File: config.mk
export PLATFORM = sky130hd
export DESIGN_NAME = fcs_sequencer
export DESIGN_NICKNAME = d
export VERILOG_FILES = /design/src/inc/fcs_pkg.sv /design/src/rtl/fcs_clk_div.sv /design/src/rtl/fcs_sequencer.sv
export VERILOG_INCLUDE_DIRS = /design/src /design/src/inc
export SDC_FILE = /design/constraint.sdc
export NUM_CORES = 1
export LEC_CHECK = 0
export BUFFER_PORTS_ARGS = -buffer_cell sky130_fd_sc_hd__buf_2
export CAP_MARGIN = 30
export CORE_ASPECT_RATIO = 1.25
export CORE_UTILIZATION = 51
export DETAILED_ROUTE_END_ITERATION = 16
export GPL_ROUTABILITY_DRIVEN = 1
export GPL_TIMING_DRIVEN = 0
export HOLD_SLACK_MARGIN = 0.02
export PLACE_DENSITY = 0.86
export SLEW_MARGIN = 20
export SYNTH_ARGS = -nofsm -noshare
export SYNTH_HDL_FRONTEND = slang
export SYNTH_SLANG_ARGS = --single-unit
File: constraint.sdc
create_clock -name clk_i -period 2.2 [get_ports clk_i]
set_clock_uncertainty 0.2 [all_clocks]
set_input_delay 0.44 -clock clk_i [delete_from_list [all_inputs] [get_ports clk_i]]
set_output_delay 0.44 -clock clk_i [all_outputs]
set_load 0.02 [all_outputs]
File: src/inc/fcs_defs.svh
// Constants for the flash command sequencer: offsets, fields, codes and timing
`ifndef FCS_DEFS_SVH
`define FCS_DEFS_SVH

// Bus geometry
`define FCS_ADR_W 18
`define FCS_ARRAY_BIT 17
`define FCS_FADDR_W 16

// Register byte offsets in the control region
`define FCS_OFS_DIV 8'h00
`define FCS_OFS_STAT 8'h04
`define FCS_OFS_CMD 8'h08
`define FCS_OFS_PROT 8'h0c

// Divider register fields
`define FCS_DIV_SET_BIT 7
`define FCS_DIV_PRE_BIT 6
`define FCS_DIV_MSB 5

// Status register fields
`define FCS_ST_CBEF 7
`define FCS_ST_CCF 6
`define FCS_ST_PVIOL 5
`define FCS_ST_ACCERR 4

// Protection register fields, page and row address bit positions
`define FCS_PROT_DIS_BIT 0
`define FCS_PROT_MSB 7
`define FCS_PROT_LSB 1
`define FCS_PAGE_LSB 9
`define FCS_ROW_LSB 6

// Command codes
`define FCS_CMD_BLANK 8'h05
`define FCS_CMD_BYTE 8'h20
`define FCS_CMD_BURST 8'h25
`define FCS_CMD_PAGE 8'h40
`define FCS_CMD_MASS 8'h41

// Durations in divided flash clock periods, counter width, prescaler last count
`define FCS_CNT_W 15
`define FCS_BLANK_CYC 15'h0001
`define FCS_BYTE_CYC 15'h0009
`define FCS_BURST_CYC 15'h0004
`define FCS_PAGE_CYC 4000
`define FCS_MASS_CYC 20000
`define FCS_PRE_LAST 3'h7

`endif

File: src/inc/fcs_pkg.sv
// Types shared by the flash command sequencer modules
package fcs_pkg;

	typedef enum logic [1:0] {
		SEQ_IDLE,
		SEQ_ADDR_DONE,
		SEQ_CMD_DONE
	} fcs_seq_e;

	typedef struct packed {
		logic ack;
		logic [31:0] rdata;
		logic div_set;
		logic prdiv8;
		logic [5:0] div;
		logic acc_err;
		logic prot_viol;
		fcs_seq_e seq;
		logic [15:0] cap_addr;
		logic [7:0] cap_data;
		logic [7:0] cap_cmd;
		logic pend;
		logic [15:0] pend_addr;
		logic [7:0] pend_data;
		logic [7:0] pend_cmd;
		logic run;
		logic [15:0] ex_addr;
		logic [7:0] ex_data;
		logic [7:0] ex_cmd;
		logic [14:0] cnt;
		logic pump;
		logic ccf;
		logic done;
		logic [7:0] prot;
	} fcs_state_s;

	typedef struct packed {
		logic [2:0] pre;
		logic [5:0] cnt;
		logic tick;
	} fcs_div_state_s;

endpackage

File: src/rtl/fcs_clk_div.sv
// Divided flash clock generator: one tick per flash clock period
`timescale 1ns/1ps
`default_nettype none
`include "fcs_defs.svh"

module fcs_clk_div
	import fcs_pkg::*;
(
	// Clock and reset
	input wire logic clk_i,
	input wire logic rst_i,
	// Divider setting
	input wire logic run_i,
	input wire logic prdiv8_i,
	input wire logic [5:0] div_i,
	// Flash clock tick
	output logic tick_o
);
	import fcs_pkg::*;

	fcs_div_state_s st;
	fcs_div_state_s next_st;
	logic pre_done;

	always_comb begin
		next_st = st;
		next_st.tick = 1'b0;
		pre_done = !prdiv8_i || (st.pre == `FCS_PRE_LAST);
		if (rst_i || !run_i) begin
			next_st = '0;
		end else begin
			if (prdiv8_i) begin
				next_st.pre = pre_done ? 3'h0 : st.pre + 3'h1;
			end
			if (pre_done) begin
				if (st.cnt == div_i) begin
					next_st.cnt = 6'h00;
					next_st.tick = 1'b1;
				end else begin
					next_st.cnt = st.cnt + 6'h01;
				end
			end
		end
	end

	always_ff @(posedge clk_i) begin
		st <= next_st;
	end

	assign tick_o = st.tick;

endmodule
`default_nettype wire

File: src/rtl/fcs_sequencer.sv
// Flash command sequencer with classic Wishbone register slave
// What this block does
// - No command accepted before divider is set.
// - Divider accepts one write after reset.
// - Divider write ignored while access error set.
// - Pulses timed in divided flash clock periods.
// - Durations 9, burst 4, 4000, 20000 periods.
// - Array write captures address and data operands.
// - Page erase any page address; others ignore.
// - Command codes 05, 20, 25, 40, 41.
// - Writing one to buffer-empty launches command.
// - Writing zero there aborts, sets access error.
// - Complete flag reports command and queue finished.
// - Pump stays on for queued same-row burst not at row offset 0.
// - Row is 64 bytes; new row standard time.
// - No queued burst: pump off at completion.
// - Access error cleared by one; blocks commands.
// - Error on early, busy or repeated array write.
// - Error on repeated or out-of-order register writes; command write before array write ignored.
// - Error on undefined command code.
// - Stop mode aborts running command with error.
// - Secured debug only blank check, mass erase.
// - Protected range blocks program, erase, mass erase.
// - Protection loads at reset; debug-only writes.
`timescale 1ns/1ps
`default_nettype none
`include "fcs_defs.svh"

module fcs_sequencer
	import fcs_pkg::*;
#(
	parameter int unsigned PAGE_ERASE_CYCLES = `FCS_PAGE_CYC,
	parameter int unsigned MASS_ERASE_CYCLES = `FCS_MASS_CYC
) (
	// Clock and reset
	input wire logic clk_i,
	input wire logic rst_i,
	// Wishbone slave
	input wire logic wb_cyc_i,
	input wire logic wb_stb_i,
	input wire logic wb_we_i,
	input wire logic [`FCS_ADR_W-1:0] wb_adr_i,
	input wire logic [3:0] wb_sel_i,
	input wire logic [31:0] wb_dat_i,
	output logic [31:0] wb_dat_o,
	output logic wb_ack_o,
	// System qualifiers
	input wire logic debug_access_i,
	input wire logic secure_i,
	input wire logic stop_i,
	input wire logic [7:0] nv_prot_i,
	// Flash array side
	output logic pump_on_o,
	output logic op_active_o,
	output logic [7:0] op_cmd_o,
	output logic [15:0] op_addr_o,
	output logic [7:0] op_data_o,
	output logic op_done_o
);
	import fcs_pkg::*;

	fcs_state_s st;
	fcs_state_s next_st;
	logic tick;
	logic req;
	logic wr_do;
	logic in_ctrl;
	logic is_array;
	logic is_div;
	logic is_stat;
	logic is_cmd;
	logic is_prot;
	logic blocked;
	logic [15:0] waddr;
	logic [7:0] wbyte;
	logic [31:0] rd_val;
	logic chain;

	function automatic logic [14:0] full_time(input logic [7:0] cmd);
		logic [14:0] t;
		t = `FCS_BLANK_CYC;
		unique case (cmd)
			`FCS_CMD_BYTE: t = `FCS_BYTE_CYC;
			`FCS_CMD_BURST: t = `FCS_BYTE_CYC;
			`FCS_CMD_PAGE: t = 15'(PAGE_ERASE_CYCLES);
			`FCS_CMD_MASS: t = 15'(MASS_ERASE_CYCLES);
			default: t = `FCS_BLANK_CYC;
		endcase
		return t;
	endfunction

	function automatic logic valid_code(input logic [7:0] cmd);
		return (cmd == `FCS_CMD_BLANK) || (cmd == `FCS_CMD_BYTE) || (cmd == `FCS_CMD_BURST) ||
			(cmd == `FCS_CMD_PAGE) || (cmd == `FCS_CMD_MASS);
	endfunction

	// Protected range is the top of the array from the size field up
	function automatic logic prot_hit(input logic [7:0] prot, input logic [7:0] cmd, input logic [15:0] addr);
		logic hit;
		hit = 1'b0;
		if (!prot[`FCS_PROT_DIS_BIT]) begin
			if (cmd == `FCS_CMD_MASS) begin
				hit = 1'b1;
			end else if (cmd != `FCS_CMD_BLANK) begin
				hit = (addr[15:`FCS_PAGE_LSB] >= prot[`FCS_PROT_MSB:`FCS_PROT_LSB]);
			end
		end
		return hit;
	endfunction

	fcs_clk_div u_clk_div (
		.clk_i(clk_i),
		.rst_i(rst_i),
		.run_i(st.div_set),
		.prdiv8_i(st.prdiv8),
		.div_i(st.div),
		.tick_o(tick)
	);

	// Bus decode
	always_comb begin
		req = wb_cyc_i && wb_stb_i;
		wr_do = req && st.ack && wb_we_i && wb_sel_i[0];
		is_array = wb_adr_i[`FCS_ARRAY_BIT];
		in_ctrl = !is_array && (wb_adr_i[`FCS_ADR_W-2:8] == '0);
		is_div = in_ctrl && (wb_adr_i[7:0] == `FCS_OFS_DIV);
		is_stat = in_ctrl && (wb_adr_i[7:0] == `FCS_OFS_STAT);
		is_cmd = in_ctrl && (wb_adr_i[7:0] == `FCS_OFS_CMD);
		is_prot = in_ctrl && (wb_adr_i[7:0] == `FCS_OFS_PROT);
		waddr = wb_adr_i[`FCS_FADDR_W-1:0];
		wbyte = wb_dat_i[7:0];
		blocked = st.acc_err || st.prot_viol;
		rd_val = 32'h0000_0000;
		if (is_div) begin
			rd_val[7:0] = {st.div_set, st.prdiv8, st.div};
		end else if (is_stat) begin
			rd_val[`FCS_ST_CBEF] = !st.pend;
			rd_val[`FCS_ST_CCF] = st.ccf;
			rd_val[`FCS_ST_PVIOL] = st.prot_viol;
			rd_val[`FCS_ST_ACCERR] = st.acc_err;
		end else if (is_cmd) begin
			rd_val[7:0] = st.cap_cmd;
		end else if (is_prot) begin
			rd_val[7:0] = st.prot;
		end
	end

	always_comb begin
		next_st = st;
		next_st.done = 1'b0;
		chain = 1'b0;

		// Registered ack, write acts on the edge the master sees ack
		if (req && !st.ack) begin
			next_st.ack = 1'b1;
			next_st.rdata = rd_val;
		end else begin
			next_st.ack = 1'b0;
		end

		// Executor: pick up a queued command when idle
		if (!st.run && st.pend) begin
			next_st.run = 1'b1;
			next_st.ex_addr = st.pend_addr;
			next_st.ex_data = st.pend_data;
			next_st.ex_cmd = st.pend_cmd;
			next_st.cnt = full_time(st.pend_cmd);
			next_st.pump = (st.pend_cmd != `FCS_CMD_BLANK);
			next_st.pend = 1'b0;
		end else if (st.run && tick) begin
			if (st.cnt == 15'h0001) begin
				next_st.done = 1'b1;
				chain = st.pend && (st.ex_cmd == `FCS_CMD_BURST) && (st.pend_cmd == `FCS_CMD_BURST) &&
					(st.pend_addr[15:`FCS_ROW_LSB] == st.ex_addr[15:`FCS_ROW_LSB]) &&
					(st.pend_addr[`FCS_ROW_LSB-1:0] != '0);
				if (chain) begin
					next_st.ex_addr = st.pend_addr;
					next_st.ex_data = st.pend_data;
					next_st.ex_cmd = st.pend_cmd;
					next_st.cnt = `FCS_BURST_CYC;
					next_st.pend = 1'b0;
				end else begin
					next_st.run = 1'b0;
					next_st.pump = 1'b0;
				end
			end else begin
				next_st.cnt = st.cnt - 15'h0001;
			end
		end

		// Register writes and the command protocol
		if (wr_do) begin
			if (is_array) begin
				if (!blocked) begin
					if (!st.div_set || st.pend || (st.seq != SEQ_IDLE)) begin
						next_st.acc_err = 1'b1;
						next_st.seq = SEQ_IDLE;
					end else begin
						next_st.cap_addr = waddr;
						next_st.cap_data = wbyte;
						next_st.seq = SEQ_ADDR_DONE;
					end
				end
			end else if (is_cmd) begin
				if (!blocked) begin
					unique case (st.seq)
						SEQ_IDLE: begin
							next_st.cap_cmd = st.cap_cmd;
						end
						SEQ_ADDR_DONE: begin
							if (!valid_code(wbyte)) begin
								next_st.acc_err = 1'b1;
								next_st.seq = SEQ_IDLE;
							end else if (debug_access_i && secure_i && (wbyte != `FCS_CMD_BLANK) &&
								(wbyte != `FCS_CMD_MASS)) begin
								next_st.acc_err = 1'b1;
								next_st.seq = SEQ_IDLE;
							end else begin
								next_st.cap_cmd = wbyte;
								next_st.seq = SEQ_CMD_DONE;
							end
						end
						SEQ_CMD_DONE: begin
							next_st.acc_err = 1'b1;
							next_st.seq = SEQ_IDLE;
						end
					endcase
				end
			end else if (is_stat) begin
				if (wbyte[`FCS_ST_ACCERR]) begin
					next_st.acc_err = 1'b0;
				end
				if (wbyte[`FCS_ST_PVIOL]) begin
					next_st.prot_viol = 1'b0;
				end
				if (st.seq == SEQ_ADDR_DONE) begin
					next_st.acc_err = 1'b1;
					next_st.seq = SEQ_IDLE;
				end else if (st.seq == SEQ_CMD_DONE) begin
					next_st.seq = SEQ_IDLE;
					if (!wbyte[`FCS_ST_CBEF]) begin
						next_st.acc_err = 1'b1;
					end else if (prot_hit(st.prot, st.cap_cmd, st.cap_addr)) begin
						next_st.prot_viol = 1'b1;
					end else begin
						next_st.pend = 1'b1;
						next_st.pend_addr = st.cap_addr;
						next_st.pend_data = st.cap_data;
						next_st.pend_cmd = st.cap_cmd;
					end
				end
			end else if (is_div) begin
				if (st.seq != SEQ_IDLE) begin
					next_st.acc_err = 1'b1;
					next_st.seq = SEQ_IDLE;
				end else if (!st.div_set && !st.acc_err) begin
					next_st.div_set = 1'b1;
					next_st.prdiv8 = wbyte[`FCS_DIV_PRE_BIT];
					next_st.div = wbyte[`FCS_DIV_MSB:0];
				end
			end else if (is_prot) begin
				if (st.seq != SEQ_IDLE) begin
					next_st.acc_err = 1'b1;
					next_st.seq = SEQ_IDLE;
				end else if (debug_access_i) begin
					next_st.prot = wbyte;
				end
			end
		end

		// Stop mode aborts the running and queued commands
		if (stop_i && st.run) begin
			next_st.run = 1'b0;
			next_st.pump = 1'b0;
			next_st.pend = 1'b0;
			next_st.acc_err = 1'b1;
		end

		next_st.ccf = !next_st.run && !next_st.pend;

		if (rst_i) begin
			next_st = '0;
			next_st.seq = SEQ_IDLE;
			next_st.ccf = 1'b1;
			next_st.prot = nv_prot_i;
		end
	end

	always_ff @(posedge clk_i) begin
		st <= next_st;
	end

	assign wb_dat_o = st.rdata;
	assign wb_ack_o = st.ack;
	assign pump_on_o = st.pump;
	assign op_active_o = st.run;
	assign op_cmd_o = st.ex_cmd;
	assign op_addr_o = st.ex_addr;
	assign op_data_o = st.ex_data;
	assign op_done_o = st.done;

endmodule
`default_nettype wire

==> summary.md <==
| Metric | Value |
|---|---|
| Status | finished with violations |
| Violated checks | setup timing |
| Initial DRC count | 817 |
| Count of final hold-check violations | 0 |
| Die X | around 110 um |
| Mapped cell area | 0.00777 sq mm |
| Mapped Cells | 903 |
| Largest net degree at the start of global routing | 17 |
| Non-Filler Instances | 1,245 |
| R2r worst-path depth | 8 |
| CTS tree | built |
| Clock Latency Late Sink | 0.43 ns |
| Starting Density | between 50% and 60% |
| Fmax achieved | about 370 MHz |
| Placed Area | 0.00856 sq mm |
| Initial antenna violation count | 0 |
| Number of diodes | 0 |
| Max_cap viols | 0 |
| GR Util met1 | 33.0% |
| Die area | 0.0157 sq mm |
| R2r startpoint | st[63] |
| Max Slew Vio Count | 0 |
| Power density over the cells | between 600 and 700 mW/mm^2 |
| Synth Flop Type | dfxtp_1 |
| Reg-to-reg setup timing slack | -0.52 ns |
| Hold Startpoint | wb_adr_i[0] |
| Critical Path End Type | flop |
| Routing usage on met3 | under 10% |
| Pre-antenna DRT Iters | 6 |
| P&R area growth vs syn | 27.3% |
| DRC viols | 0 |
| Routability cong. | 0.952 |
| M2 GR Usage | 47.7% |
| Synthesized area per cell | approximately 8.6 sq um |
| Top-Level Pins | 138 |
| Nature of the critical path startpoint | flop |
| Final instance area | 0.00989 sq mm |
| Reg2reg end | op_addr_o[5] |
| Routed WL | between 20,000 and 25,000 um |
| Root Driver | clkbuf_16 |
| WP data required | 2.30 ns |
| Most used routing layer | met2 |
| CTS max path bufs | 2 |
| WS Path Type | flop to flop |
| Synthesized flop and latch total | 155 |
| RSZ-0062 raised after global routing | yes |
| Maximum VDD drop | 0.538 mV |
| Final Cycle Share | 124% |
| Hold_buf cts | 0 |
| Post-synth top area share | between 30% and 40% |
| Num rows | 50 |
| Largest area contributor in the netlist | dfxtp_1 |
| Pleak | 4.19 nW |
| First-pass GRT wire length | approximately 35,000 um |
| Wire per inst | 19.8 um |
| Class of the worst hold path | primary input to flop |
| Chip Height | 140 um |
| Post-synth EDFFs | 8 |
| Share of cells above drive strength 1 | 30.7% |
| Top cells by area, synth | dfxtp_1 (38%), nand2_1 (6.6%), buf_4 (6.2%) |
| Final setup viols | between 90 and 100 |
| Largest fanout on the critical path | 9 |
| Number of global-route vias before repair | a little over 7k |
| H-tree levels | 4 |
| Critical Path AT | between 2 and 3 ns |
| Synth warn | 0 |
| Worst slew pin tran | 0.729 ns |
| Most common cell after layout, fill and taps aside | dfxtp_1 |
| Synth unique cells | between 70 and 80 |
| Most frequent cells in the layout | dfxtp_1 (143), nand2_1 (135), buf_2 (87) |
| Total track usage | 28.8% |
| Core footprint | roughly 0.015 sq mm |
| Crit path time final | 2.72 ns |
| TNS Setup | -30.52 ns |
| GR Overflow Total | 0 |
| Setup crit start | st[63] |
| Final ANT Viol Nets | 0 |
| Crit path capture | op_addr_o[5] |
| Nets | 1,135 |
| Synth async-reset ratio | 0% |
| Post-synthesis sequential area ratio | about two fifths |
| # clock sinks | 155 |
| Dpl cells | ~1.2k |
| Detailed Place HPWL | ~15,000 um |
| Vias per Instance | between 6 and 7 |
| Total number of vias | 7,680 |
| Clock Pin Slew Worst Setup and Hold Paths | 0.06 ns |
| Relative slew slack | 51.4% |
| Final WS setup | -0.521 ns |
| Num CTS Buffers | 17 |
| IO Port Bufs | 84 |
[cell type report]
class | count | area [sq um]
Tap cell | 182 | 228
Buffer | 119 | 851
Clock inverter | 11 | 97.6
Inverter | 17 | 63.8
Sequential cell | 155 | 3190
Multi-Input combinational cell | 633 | 4330
Timing Repair Buffer | 107 | 679
Fill cell | 1101 | 5060
Clock buffer | 21 | 450
[metal layers]
layer,share of wire [%],up-vias
met4,8.5,0
met5,0,-
met1,36,3479
met2,46,581
met3,8.9,182
li1,-,3438
[where the power goes]
part / leakage (nW) / internal, mW / switching [mW] / total [mW]
clock: 0.255 / 1.58 / 1.20 / 2.78
sequential: 1.26 / 2.85 / 0.0190 / 2.87
combinational: 2.67 / 0.119 / 0.222 / 0.341
total: 4.19 / 4.54 / 1.45 / 5.99
[cells in the mapped netlist (3+ instances only)]
cell type,instances
a211oi_1,7
a21oi_1,87
a311oi_1,5
a31o_1,3
a31oi_1,3
and2_1,4
and3_1,10
and4_1,3
buf_2,4
buf_4,64
clkbuf_1,47
dfxtp_1,147
edfxtp_1,8
ha_1,15
inv_1,16
mux2_2,9
mux2i_1,44
mux4_2,3
nand2_1,136
nand2b_1,5
nand3_1,21
nand4_1,43
nor2_1,44
nor2b_1,9
nor3_1,11
nor4_1,9
o211a_1,3
o21ai_0,14
o21ai_1,33
o2bb2ai_1,5
o31ai_1,4
or2_1,3
or3_1,3
or4_1,4
or4b_1,3
xnor2_1,10
xor2_1,13
[worst min-delay path by stage]
stage	end	cells after the start	slack, ns
finish	st[108]	3	0.07
global route	st[108]	3	0.08
CTS	st[108]	3	0.06
detailed placement	st[107]	2	0.25
global placement	st[107]	2	0.24
floorplan	op_data_o[7]	2	0.23
[flip-flops by register name, summed over array words and instances, names as in the netlist]
name / count
st: 101
op_addr_o: 16
u_clk_div.st: 9
op_cmd_o: 8
op_data_o: 8
wb_dat_o: 8
op_active_o: 1
op_done_o: 1
pump_on_o: 1
u_clk_div.tick_o: 1
wb_ack_o: 1
[kinds of logic after synthesis]
| logic type | count (synthesis) | share of synthesized area (%) |
|---|---|---|
| multiplexers | 56 | 7.84 |
| AO/OA/AOI/OAI | 192 | 14.9 |
| AND/OR/NAND/NOR | 323 | 20.8 |
| flip-flops | 155 | 41.0 |
| XOR/XNOR | 23 | 2.59 |
| other | 1 | 0.0482 |
| buffers and inverters | 138 | 10.5 |
| adder cells (fa/ha/maj) | 15 | 2.41 |
[metrics by stage]
stage	power [mW]	hold WS [ns]	worst slack, ns	utilization, %
global route	6.11	0.0769	-0.563	66.2
floorplan	3.11	0.231	-0.238	-
CTS	5.92	0.0637	-0.443	63.8
detailed placement	3.23	0.245	-0.656	57.3
finish	5.99	0.0697	-0.521	66.2
global placement	3.22	0.240	-0.592	57.3
[timing repair]
item	in CTS	in global routing
endpoints found under the setup margin	122	125
pin swaps	27	35
gates resized for setup	70	77
setup buffers	11	7
cloned	6	1
[critical path, stage by stage, from the launching register on]
cell	delay (ns)
dfxtp_4	0.36
or4b_4	0.52
or4b_4	0.51
nor3_4	0.15
nand3_1	0.13
o21a_1	0.21
buf_6	0.16
buf_12	0.15
mux2i_4	0.20
(Power assumes the default switching activity.)
